--- src/logic/fcd_params.svh ---
`ifndef FCD_PARAMS_SVH
`define FCD_PARAMS_SVH
// ------------------------------------------------------------
// Opcodes and status codes
// ------------------------------------------------------------
`define FCD_OPC_COMMIT 8'h10
`define FCD_OPC_DOWNLOAD 8'h11
`define FCD_SCT_GENERIC 3'h0
`define FCD_SCT_CMD 3'h1
`define FCD_SC_OK 8'h00
`define FCD_SC_BAD_OPCODE 8'h01
`define FCD_SC_BAD_FIELD 8'h02
`define FCD_SC_INTERNAL 8'h06
`define FCD_SC_BAD_SLOT 8'h06
`define FCD_SC_BAD_IMAGE 8'h07
`define FCD_SC_NEED_CONV 8'h0B
`define FCD_SC_NEED_SUBSYS 8'h10
`define FCD_SC_NEED_RESET 8'h11
`define FCD_SC_MAX_TIME 8'h12
`define FCD_SC_PROHIBITED 8'h13
`define FCD_SC_OVERLAP 8'h14
// ------------------------------------------------------------
// Commit dword fields and actions
// ------------------------------------------------------------
`define FCD_CA_MSB 5
`define FCD_CA_LSB 3
`define FCD_FS_MSB 2
`define FCD_CA_REPLACE 3'h0
`define FCD_CA_REPLACE_ACT 3'h1
`define FCD_CA_ACT_NEXT 3'h2
`define FCD_CA_ACT_NOW 3'h3
`define FCD_SLOT_AUTO 3'h0
`define FCD_AUTO_SLOT 3'h1
`define FCD_PEND_NONE 2'h0
`define FCD_PEND_ANY 2'h1
`define FCD_PEND_CONV 2'h2
`define FCD_PEND_SUBSYS 2'h3
// ------------------------------------------------------------
// Staging image and range table
// ------------------------------------------------------------
`define FCD_IMG_DEPTH 64
`define FCD_IMG_WORDS 7'h40
`define FCD_IMG_LIMIT 32'h00000040
`define FCD_IDX_MSB 5
`define FCD_RANGES 8
`define FCD_RANGE_CNT_MAX 4'h8
// ------------------------------------------------------------
// Register map
// ------------------------------------------------------------
`define FCD_REG_CFG 8'h00
`define FCD_REG_MAXACT 8'h04
`define FCD_REG_STATUS 8'h08
`define FCD_REG_LOADED 8'h0C
`define FCD_CFG_CNT_MSB 2
`define FCD_CFG_RO_MSB 15
`define FCD_CFG_RO_LSB 8
`define FCD_SLOT_CNT_RST 3'h7
`define FCD_RO_MASK_RST 8'h00
`define FCD_MAXACT_RST 16'h0064
`define FCD_LOADED_RST 8'h00
`define FCD_RUN_SLOT_RST 3'h1
`endif

--- src/logic/fcd_pkg.sv ---
package fcd_pkg;
  typedef struct packed {
    logic [15:0] cid;
    logic [7:0] opcode;
    logic [127:0] host_buffer_pointer;
    logic [31:0] cdw10;
    logic [31:0] cdw11;
  } fcd_cmd_type;
  typedef struct packed {
    logic [15:0] cid;
    logic [2:0] sct;
    logic [7:0] sc;
  } fcd_cpl_type;
  typedef struct packed {
    logic needs_conv;
    logic needs_subsys;
    logic no_immediate;
    logic prohibited;
    logic [15:0] act_time;
  } fcd_attr_type;
  typedef enum logic [4:0] {
    S_IDLE = 5'b00001,
    S_FETCH = 5'b00010,
    S_EVAL = 5'b00100,
    S_STORE = 5'b01000,
    S_DONE = 5'b10000
  } fcd_state_type;
endpackage

--- src/logic/fcd_range_slot.sv ---
`timescale 1ns/100ps
`default_nettype none
module fcd_range_slot (
  input wire logic clk,
  input wire logic rst_b,
  input wire logic clear,
  input wire logic load,
  input wire logic [32:0] new_start,
  input wire logic [32:0] new_end,
  output logic hit
);
  logic valid_reg;
  logic [32:0] start_reg;
  logic [32:0] end_reg;
  // Inclusive ranges touch when neither lies wholly beside the other
  assign hit = valid_reg && !(new_end < start_reg) && !(new_start > end_reg);
  always_ff @(posedge clk or negedge rst_b) begin
    if (!rst_b) begin
      valid_reg <= 1'b0;
      start_reg <= 33'h000000000;
      end_reg <= 33'h000000000;
    end else if (load) begin
      valid_reg <= 1'b1;
      start_reg <= new_start;
      end_reg <= new_end;
    end else if (clear) begin
      valid_reg <= 1'b0;
    end
  end
endmodule
`default_nettype wire

--- src/logic/fcd_nv_writer.sv ---
`timescale 1ns/100ps
`default_nettype none
module fcd_nv_writer (
  input wire logic clk,
  input wire logic rst_b,
  input wire logic start,
  input wire logic [6:0] len,
  input wire logic nv_ack,
  input wire logic nv_fail,
  output logic nv_req,
  output logic [5:0] idx,
  output logic done,
  output logic fail
);
  logic busy_reg;
  logic [5:0] idx_reg;
  logic last;
  assign nv_req = busy_reg;
  assign idx = idx_reg;
  assign last = ({1'b0, idx_reg} == len - 7'h01);
  // Done and fail are one-cycle answers in the ack cycle
  assign done = busy_reg && nv_ack && !nv_fail && last;
  assign fail = busy_reg && nv_ack && nv_fail;
  always_ff @(posedge clk or negedge rst_b) begin
    if (!rst_b) begin
      busy_reg <= 1'b0;
      idx_reg <= 6'h00;
    end else if (start) begin
      busy_reg <= 1'b1;
      idx_reg <= 6'h00;
    end else if (busy_reg && nv_ack) begin
      busy_reg <= !(nv_fail || last);
      idx_reg <= idx_reg + 6'h01;
    end
  end
endmodule
`default_nettype wire

--- src/logic/fcd_top.sv ---
// Decided for this implementation: the strobed register port and the address map.
`timescale 1ns/100ps
`default_nettype none
`include "fcd_params.svh"
module fcd_top (
  input wire logic CLK,
  input wire logic RST_B,
  input wire logic CMD_VALID,
  input wire fcd_pkg::fcd_cmd_type CMD,
  output logic CMD_READY,
  output logic CPL_VALID,
  output fcd_pkg::fcd_cpl_type CPL,
  output logic FETCH_REQ,
  output logic [127:0] FETCH_PTR,
  output logic [31:0] FETCH_LEN,
  input wire logic DW_VALID,
  input wire logic [31:0] DW_DATA,
  input wire fcd_pkg::fcd_attr_type ATTR,
  output logic NV_REQ,
  output logic [2:0] NV_SLOT,
  output logic [5:0] NV_ADDR,
  output logic [31:0] NV_DATA,
  input wire logic NV_ACK,
  input wire logic NV_FAIL,
  input wire logic RST_CTRL,
  input wire logic RST_CONV,
  input wire logic RST_SUBSYS,
  output logic ACT_PULSE,
  output logic [2:0] RUN_SLOT,
  input wire logic [7:0] REG_ADDR,
  input wire logic [31:0] REG_WDATA,
  input wire logic REG_WR,
  input wire logic REG_RD,
  output logic [31:0] REG_RDATA
);
  fcd_pkg::fcd_state_type state_reg, state_next;
  fcd_pkg::fcd_cmd_type cmd_reg;
  fcd_pkg::fcd_cpl_type cpl_reg, cpl_next;
  logic [31:0] stage_reg [`FCD_IMG_DEPTH];
  logic [32:0] cnt_reg;
  logic [3:0] range_cnt_reg;
  logic [6:0] len_reg;
  logic overlap_reg, have_zero_reg, fetch_req_reg, act_pulse_reg;
  logic [1:0] pend_kind_reg, pend_kind_next;
  logic [2:0] pend_slot_reg, run_slot_reg, slot_cnt_reg, run_slot_next;
  logic [7:0] ro_mask_reg, loaded_reg;
  logic [15:0] max_act_reg;
  logic [31:0] rdata_reg;

  // ------------------------------------------------------------
  // Command intake and download datapath
  // ------------------------------------------------------------
  wire accept = CMD_VALID && CMD_READY;
  wire [32:0] piece_dword_offset = {1'b0, cmd_reg.cdw11};
  wire [32:0] piece_dword_count = {1'b0, cmd_reg.cdw10};
  wire [32:0] piece_end = piece_dword_offset + piece_dword_count;
  wire [32:0] dw_pos = piece_dword_offset + cnt_reg;
  wire dw_in = (dw_pos < {1'b0, `FCD_IMG_LIMIT});
  wire [`FCD_IDX_MSB:0] dw_idx = dw_pos[`FCD_IDX_MSB:0];
  wire dw_last = DW_VALID && (cnt_reg == piece_dword_count);
  wire piece_done = (state_reg == fcd_pkg::S_FETCH) && dw_last;
  wire [6:0] end_len = (piece_end >= {1'b0, `FCD_IMG_LIMIT}) ? `FCD_IMG_WORDS :
                       (piece_end[6:0] + 7'h01);
  wire [`FCD_RANGES-1:0] hits;
  wire [`FCD_RANGES-1:0] loads;
  wire ranges_clear;
  genvar g;
  generate
    for (g = 0; g < `FCD_RANGES; g = g + 1) begin : g_range
      assign loads[g] = piece_done && (range_cnt_reg == 4'(g));
      fcd_range_slot u_slot (
        .clk(CLK),
        .rst_b(RST_B),
        .clear(ranges_clear),
        .load(loads[g]),
        .new_start(piece_dword_offset),
        .new_end(piece_end),
        .hit(hits[g])
      );
    end
  endgenerate

  // ------------------------------------------------------------
  // Commit evaluation
  // ------------------------------------------------------------
  wire [2:0] ca = cmd_reg.cdw10[`FCD_CA_MSB:`FCD_CA_LSB];
  wire [2:0] fs = cmd_reg.cdw10[`FCD_FS_MSB:0];
  wire [2:0] slot = (fs == `FCD_SLOT_AUTO) ? `FCD_AUTO_SLOT : fs;
  wire ca_rsv = (ca > `FCD_CA_ACT_NOW);
  wire is_replace = (ca == `FCD_CA_REPLACE) || (ca == `FCD_CA_REPLACE_ACT);
  wire is_now = (ca == `FCD_CA_ACT_NOW);
  wire slot_bad = (slot > slot_cnt_reg) || ro_mask_reg[slot];
  wire img_ok = is_replace ? ((range_cnt_reg != 4'h0) && have_zero_reg) : loaded_reg[slot];
  wire too_slow = ATTR.act_time > max_act_reg;
  wire [7:0] reset_sc = ATTR.needs_subsys ? `FCD_SC_NEED_SUBSYS :
                        ATTR.needs_conv ? `FCD_SC_NEED_CONV : `FCD_SC_OK;
  wire [1:0] reset_kind = ATTR.needs_subsys ? `FCD_PEND_SUBSYS :
                          ATTR.needs_conv ? `FCD_PEND_CONV : `FCD_PEND_ANY;
  wire [7:0] ev_sc =
    slot_bad ? `FCD_SC_BAD_SLOT :
    (is_replace && overlap_reg) ? `FCD_SC_OVERLAP :
    !img_ok ? `FCD_SC_BAD_IMAGE :
    ((ca != `FCD_CA_REPLACE) && ATTR.prohibited) ? `FCD_SC_PROHIBITED :
    (is_now && ATTR.no_immediate) ? `FCD_SC_NEED_RESET :
    (is_now && too_slow) ? `FCD_SC_MAX_TIME :
    (is_now || (ca == `FCD_CA_REPLACE)) ? `FCD_SC_OK : reset_sc;
  wire ev_pass = !ca_rsv && ((ev_sc == `FCD_SC_OK) || (ev_sc == `FCD_SC_NEED_CONV) ||
                 (ev_sc == `FCD_SC_NEED_SUBSYS) || (ev_sc == `FCD_SC_NEED_RESET));
  wire in_eval = (state_reg == fcd_pkg::S_EVAL);
  wire ev_store = in_eval && ev_pass && is_replace;
  wire ev_act_now = in_eval && ev_pass && is_now && !ATTR.no_immediate;
  wire ev_pend = in_eval && ev_pass && ((ca == `FCD_CA_ACT_NEXT) || is_now);
  wire wr_done, wr_fail;
  wire st_done = (state_reg == fcd_pkg::S_STORE) && wr_done;
  wire st_fail = (state_reg == fcd_pkg::S_STORE) && wr_fail;
  wire st_pend = st_done && (ca == `FCD_CA_REPLACE_ACT);
  assign ranges_clear = st_done;

  fcd_nv_writer u_writer (
    .clk(CLK),
    .rst_b(RST_B),
    .start(ev_store),
    .len(len_reg),
    .nv_ack(NV_ACK),
    .nv_fail(NV_FAIL),
    .nv_req(NV_REQ),
    .idx(NV_ADDR),
    .done(wr_done),
    .fail(wr_fail)
  );
  assign NV_DATA = stage_reg[NV_ADDR];
  assign NV_SLOT = slot;

  // ------------------------------------------------------------
  // Sequencer
  // ------------------------------------------------------------
  always_comb begin
    state_next = state_reg;
    cpl_next = cpl_reg;
    unique case (state_reg)
      fcd_pkg::S_IDLE: begin
        if (accept) begin
          cpl_next = '{cid: CMD.cid, sct: `FCD_SCT_GENERIC, sc: `FCD_SC_OK};
          if (CMD.opcode == `FCD_OPC_DOWNLOAD) begin
            state_next = fcd_pkg::S_FETCH;
          end else if (CMD.opcode == `FCD_OPC_COMMIT) begin
            state_next = fcd_pkg::S_EVAL;
          end else begin
            cpl_next.sc = `FCD_SC_BAD_OPCODE;
            state_next = fcd_pkg::S_DONE;
          end
        end
      end
      fcd_pkg::S_FETCH: begin
        if (dw_last) begin
          state_next = fcd_pkg::S_DONE;
        end
      end
      fcd_pkg::S_EVAL: begin
        if (ca_rsv) begin
          cpl_next.sc = `FCD_SC_BAD_FIELD;
          state_next = fcd_pkg::S_DONE;
        end else begin
          cpl_next.sct = (ev_sc == `FCD_SC_OK) ? `FCD_SCT_GENERIC : `FCD_SCT_CMD;
          cpl_next.sc = ev_sc;
          state_next = ev_store ? fcd_pkg::S_STORE : fcd_pkg::S_DONE;
        end
      end
      fcd_pkg::S_STORE: begin
        // Hold the answer until storage truly ends
        if (wr_fail) begin
          cpl_next.sct = `FCD_SCT_GENERIC;
          cpl_next.sc = `FCD_SC_INTERNAL;
          state_next = fcd_pkg::S_DONE;
        end else if (wr_done) begin
          state_next = fcd_pkg::S_DONE;
        end
      end
      fcd_pkg::S_DONE: begin
        state_next = fcd_pkg::S_IDLE;
      end
    endcase
  end

  // Ready depends on nothing else outstanding in the system
  assign CMD_READY = (state_reg == fcd_pkg::S_IDLE);
  assign CPL_VALID = (state_reg == fcd_pkg::S_DONE);
  assign CPL = cpl_reg;
  assign FETCH_REQ = fetch_req_reg;
  assign ACT_PULSE = act_pulse_reg;
  assign RUN_SLOT = run_slot_reg;
  assign REG_RDATA = rdata_reg;

  always_ff @(posedge CLK or negedge RST_B) begin
    if (!RST_B) begin
      state_reg <= fcd_pkg::S_IDLE;
      cpl_reg <= '0;
      cmd_reg <= '0;
      fetch_req_reg <= 1'b0;
      FETCH_PTR <= 128'h0;
      FETCH_LEN <= 32'h00000000;
    end else begin
      state_reg <= state_next;
      cpl_reg <= cpl_next;
      fetch_req_reg <= accept && (CMD.opcode == `FCD_OPC_DOWNLOAD);
      if (accept) begin
        cmd_reg <= CMD;
      end
      if (accept && (CMD.opcode == `FCD_OPC_DOWNLOAD)) begin
        FETCH_PTR <= CMD.host_buffer_pointer;
        FETCH_LEN <= CMD.cdw10;
      end
    end
  end

  // Staging memory has no reset; valid ranges say what holds data
  always_ff @(posedge CLK) begin
    if ((state_reg == fcd_pkg::S_FETCH) && DW_VALID && dw_in) begin
      stage_reg[dw_idx] <= DW_DATA;
    end
  end

  always_ff @(posedge CLK or negedge RST_B) begin
    if (!RST_B) begin
      cnt_reg <= 33'h000000000;
      range_cnt_reg <= 4'h0;
      len_reg <= 7'h00;
      overlap_reg <= 1'b0;
      have_zero_reg <= 1'b0;
    end else if (accept) begin
      cnt_reg <= 33'h000000000;
    end else if ((state_reg == fcd_pkg::S_FETCH) && DW_VALID) begin
      cnt_reg <= cnt_reg + 33'h000000001;
      if (dw_last) begin
        // Overlap is caught even though the host should never cause it
        overlap_reg <= overlap_reg || (|hits) ||
                       (range_cnt_reg == `FCD_RANGE_CNT_MAX);
        if (range_cnt_reg != `FCD_RANGE_CNT_MAX) begin
          range_cnt_reg <= range_cnt_reg + 4'h1;
        end
        if (end_len > len_reg) begin
          len_reg <= end_len;
        end
        have_zero_reg <= have_zero_reg || (piece_dword_offset == 33'h000000000);
      end
    end else if (st_done) begin
      range_cnt_reg <= 4'h0;
      len_reg <= 7'h00;
      overlap_reg <= 1'b0;
      have_zero_reg <= 1'b0;
    end
  end

  // ------------------------------------------------------------
  // Activation: pending image and reset events
  // ------------------------------------------------------------
  wire any_rst = RST_CTRL || RST_CONV || RST_SUBSYS;
  wire rst_act = ((pend_kind_reg == `FCD_PEND_ANY) && any_rst) ||
                 ((pend_kind_reg == `FCD_PEND_CONV) && (RST_CONV || RST_SUBSYS)) ||
                 ((pend_kind_reg == `FCD_PEND_SUBSYS) && RST_SUBSYS);
  wire [1:0] new_kind = (is_now && ATTR.no_immediate) ? `FCD_PEND_ANY : reset_kind;
  // A commit landing with a reset event wins the pending kind; the reset event still wins the run slot
  assign pend_kind_next = (ev_pend || st_pend) ? new_kind :
                          rst_act ? `FCD_PEND_NONE : pend_kind_reg;
  assign run_slot_next = rst_act ? pend_slot_reg : ev_act_now ? slot : run_slot_reg;

  always_ff @(posedge CLK or negedge RST_B) begin
    if (!RST_B) begin
      pend_kind_reg <= `FCD_PEND_NONE;
      pend_slot_reg <= `FCD_AUTO_SLOT;
      run_slot_reg <= `FCD_RUN_SLOT_RST;
      act_pulse_reg <= 1'b0;
    end else begin
      pend_kind_reg <= ev_act_now ? `FCD_PEND_NONE : pend_kind_next;
      if (ev_pend || st_pend) begin
        pend_slot_reg <= slot;
      end
      // Only commit paths and reset events reach here, never a download
      run_slot_reg <= run_slot_next;
      act_pulse_reg <= rst_act || ev_act_now;
    end
  end

  // ------------------------------------------------------------
  // Register port
  // ------------------------------------------------------------
  wire [31:0] rd_mux =
    (REG_ADDR == `FCD_REG_CFG) ? {16'h0000, ro_mask_reg, 5'h00, slot_cnt_reg} :
    (REG_ADDR == `FCD_REG_MAXACT) ? {16'h0000, max_act_reg} :
    (REG_ADDR == `FCD_REG_STATUS) ? {7'h00, overlap_reg, range_cnt_reg,
                                     2'h0, pend_kind_reg, 1'b0, pend_slot_reg,
                                     1'b0, run_slot_reg, 3'h0, state_reg} :
    (REG_ADDR == `FCD_REG_LOADED) ? {24'h000000, loaded_reg} : 32'h00000000;
  wire [7:0] loaded_set = st_done ? (8'h01 << slot) : 8'h00;

  always_ff @(posedge CLK or negedge RST_B) begin
    if (!RST_B) begin
      slot_cnt_reg <= `FCD_SLOT_CNT_RST;
      ro_mask_reg <= `FCD_RO_MASK_RST;
      max_act_reg <= `FCD_MAXACT_RST;
      loaded_reg <= `FCD_LOADED_RST;
      rdata_reg <= 32'h00000000;
    end else begin
      rdata_reg <= REG_RD ? rd_mux : 32'h00000000;
      if (REG_WR && (REG_ADDR == `FCD_REG_CFG)) begin
        slot_cnt_reg <= REG_WDATA[`FCD_CFG_CNT_MSB:0];
        ro_mask_reg <= REG_WDATA[`FCD_CFG_RO_MSB:`FCD_CFG_RO_LSB];
      end
      if (REG_WR && (REG_ADDR == `FCD_REG_MAXACT)) begin
        max_act_reg <= REG_WDATA[15:0];
      end
      // Hardware set wins over a software write in the same cycle
      loaded_reg <= ((REG_WR && (REG_ADDR == `FCD_REG_LOADED)) ? REG_WDATA[7:0] :
                     loaded_reg) | loaded_set;
    end
  end
endmodule
`default_nettype wire

--- config.mk ---
export PLATFORM = sky130hd
export DESIGN_NAME = fcd_top
export DESIGN_NICKNAME = d
export VERILOG_FILES = /design/src/logic/fcd_pkg.sv /design/src/logic/fcd_range_slot.sv /design/src/logic/fcd_nv_writer.sv /design/src/logic/fcd_top.sv
export VERILOG_INCLUDE_DIRS = /design/src /design/src/logic
export SDC_FILE = /design/constraint.sdc
export NUM_CORES = 2
export LEC_CHECK = 0
export BUFFER_PORTS_ARGS = -buffer_cell sky130_fd_sc_hd__buf_2
export CAP_MARGIN = 10
export CORE_ASPECT_RATIO = 0.6
export CORE_MARGIN = 2
export CORE_UTILIZATION = 34
export CTS_CLUSTER_SIZE = 24
export DETAILED_ROUTE_END_ITERATION = 12
export PLACE_DENSITY = 0.52
export SYNTH_ARGS = -nofsm -noshare
export SYNTH_HDL_FRONTEND = slang
export SYNTH_HIERARCHICAL = 1
export SYNTH_SLANG_ARGS = --single-unit
--- constraint.sdc ---
create_clock -name CLK -period 14.65 [get_ports CLK]
set_input_delay 2.93 -clock CLK [delete_from_list [all_inputs] [get_ports CLK]]
set_output_delay 2.93 -clock CLK [all_outputs]
set_load 0.02 [all_outputs]
==> impl_metrics.toml <==
[detailed_routing]
routedWlPerCell_um = 27.3
drt-vias-per-instance = 5.44
dr.first_iter.drc_count = 9688
detail-route-antenna-nets = 0
drc = 0
dr.pass1.iters = 5
wirelength_um = 402000
num_vias = 80121

[yosys]
synth_edf_count = 2048
avgSynthCellArea_um2 = 15.0
syn_area_um2 = 130000
synth-seq-cells = 2956
async_flop_share_pct = 30.7
synth_common_cells = "edfxtp_1, nand2_1, dfrtp_1"
synth.most_common_cell = "edfxtp_1"
yosys.area.top_type = "edfxtp_1"
synth.distinct_cells = 80
yosys-top-cells-area = "edfxtp_1, dfrtp_1, mux4_2"
yosys.area.top_type_share_pct = 47.2
ys.flop_type = "edfxtp_1"
yosysWarnings = 6
synthCells = 8696
ys_seq_area_share_pct = 64.7

[clock_tree]
clock_latency_ps = 910
cts_root_buffer = "clkbuf_16"
numCtsBuffers = 304
post_cts_buffers = 0
cts_tree = "built"
clock_sinks = 2956
clkTransAtPathRegs_ps = 60
cts_hold_repair.buffers = 0
cts_buffer_depth = 4
post_cts_resize_count = 0
cts.htree.levels = 5

[worst_setup_path]
cp_cell_sequence = "buf_4 -> buf_4 -> mux4_2 -> mux4_2 -> mux2i_1 -> o21ai_0 -> buf_2"
path_max_fanout = 56
critical_path_class = "register to output pin"
cp_data_arrival_time_ps = 6000
max_stage_delay_ps = 960
cp_slowest_cell = "dfrtp_4"
start_kind = "register"
critPathCaptureType = "output pin"
required_ps = 11720

[timing]
worst_pin_slew_ps = 1510
min_period_ps = 8930
final-hold-violation-count = 0
final.setup_skew_ps = 60.7
setup_slack_ps = 5720
maxSlewViolCount = 2
rsz0062_at_grt = "false"
setup_tns_ps = 0
finalSetupViolCount = 0
fmax_mhz = 112
slew_headroom_pct = -1.59
min_period_over_period_pct = 61.0

[finish]
synthToLayoutAreaGrowth_pct = 15.5
nets = 10369
drive_gt1_share_pct = 23.1
fin_util_pct = 39.6
largest_reg_flops = 2048

[placed_design]
hpwl_um = 242000
gp_congestion = 0.893
io_buffers = 556
dp_slack_ps = 6520

[grt]
grt_max_degree = 171
antenna_found_initial = 49
grt.total_usage_pct = 20.2
busiest_layer = "met1"
grt_pass1_wl_um = 569000
use_met1_pct = 31.5
grt_pass1_vias = 78273
grt_util_met2_pct = 28.0
grt_util_met3_pct = 5.38
gr-total-overflow = 0

[die]
die_w_um = 803
start_util_pct = 34.3
fp.dieH_um = 483
rows = 175
io_pins = 587
design.die.area_um2 = 388000
core_um2 = 380000

[outcome]
outcome = "finished, violations left"
violations = "max-capacitance violations, max-slew violations"

[power_and_ir_drop]
leakage_nw = 58.5
power.density_nw_per_um2 = 173
irDropWorstVdd_mv = 0.206

[worst_hold_path]
hp-class = "register to register"

[job]
timing.max_cap.violations = 1
-- stage by stage --
step | instances | cell area [um2] | power, W | hold slack, ps
after floorplan | 8725 | 130000 | 0.0144 | 454
after global placement | 14160 | 140000 | 0.0182 | 456
after detailed placement | 14160 | 140000 | 0.0183 | 465
after CTS | 14697 | 150000 | 0.0261 | 480
after global routing | 14709 | 150000 | 0.0271 | 494
final | 14719 | 150000 | 0.0260 | 475
-- cells in the final DEF (no fill, tap or decap), types with 30 or more instances in the layout --
cell / count
a211oi_1: 49
a21o_1: 74
a21oi_1: 299
buf_2: 556
buf_4: 206
clkbuf_1: 64
clkbuf_16: 314
clkinv_1: 47
clkinv_2: 42
conb_1: 30
dfrtp_1: 880
edfxtp_1: 2048
ha_1: 618
inv_1: 606
mux2_2: 199
mux2i_1: 31
mux4_2: 666
nand2_1: 1014
nand2b_1: 35
nand3_1: 94
nand4_1: 135
nor2_1: 164
nor2_4: 64
nor2b_1: 30
nor3_1: 67
nor4_1: 34
o21ai_0: 667
xnor2_1: 53
xor2_1: 52
-- cells by family (layout without fill, tap and decap cells) --
| logic type | after synthesis | in the layout | synth area share (%) |
|---|---|---|---|
| DFF | 2956 | 2956 | 64.7 |
| and+or+nand+nor | 1766 | 1766 | 6.07 |
| AOI/OAI and AO/OA | 1355 | 1355 | 6.09 |
| buffers and inverters | 982 | 1918 | 2.88 |
| muxes | 896 | 896 | 13.5 |
| adders and majority gates | 620 | 620 | 5.97 |
| xor gates and xnor gates | 120 | 120 | 0.807 |
| other | 1 | 44 | 0.00288 |
-- final cells by class --
type / count / area, um2
flip-flops and latches: 2956 / 84300
clock inverters: 139 / 1420
clock buffers: 398 / 8370
diodes: 14 / 35.0
multi-input cells: 4787 / 43100
repair buffers: 774 / 4560
well taps: 5044 / 6310
inverters: 607 / 2280
fillers: 34784 / 230000
-- worst max-delay path, delay by kind of cell, from the launching register on --
kind / cells / cell delay, ps
AOI/OAI and AO/OA: 1 / 600
buffers and inverters: 3 / 1920
DFF: 1 / 960
muxes: 3 / 1480
-- worst paths after layout --
kind | depth (start not counted) | endpoint | slack (ps) | from
min in group asynchronous | 1 | g_range[0].u_slot/start_reg[23] | 2110 | RST_B
max in group asynchronous | 4 | FETCH_PTR[43] | 9280 | RST_B
max reg2reg | 19 | overlap_reg | 6490 | ca[2]
min reg2reg | 2 | CPL[22] | 480 | CPL[22]
min | 2 | CPL[22] | 480 | CPL[22]
max | 7 | NV_DATA[2] | 5720 | u_writer/idx[1]
-- report_power, final --
part / switching, W / total (W) / leakage [nW] / internal, W
Combinational: 0.00581 / 0.00891 / 25.6 / 0.00311
Clock: 0.00333 / 0.00782 / 4.78 / 0.00449
Sequential: 0.000216 / 0.00930 / 28.2 / 0.00909
Total: 0.00935 / 0.0260 / 58.5 / 0.0167
-- routing by layer --
| metal | wire length [um] | vias up |
|---|---|---|
| li1 | - | 34334 |
| met1 | 187000 | 41868 |
| met2 | 165000 | 3378 |
| met3 | 41900 | 531 |
| met4 | 8430 | 10 |
| met5 | 69 | - |
Power figures use the tool's default switching activity.
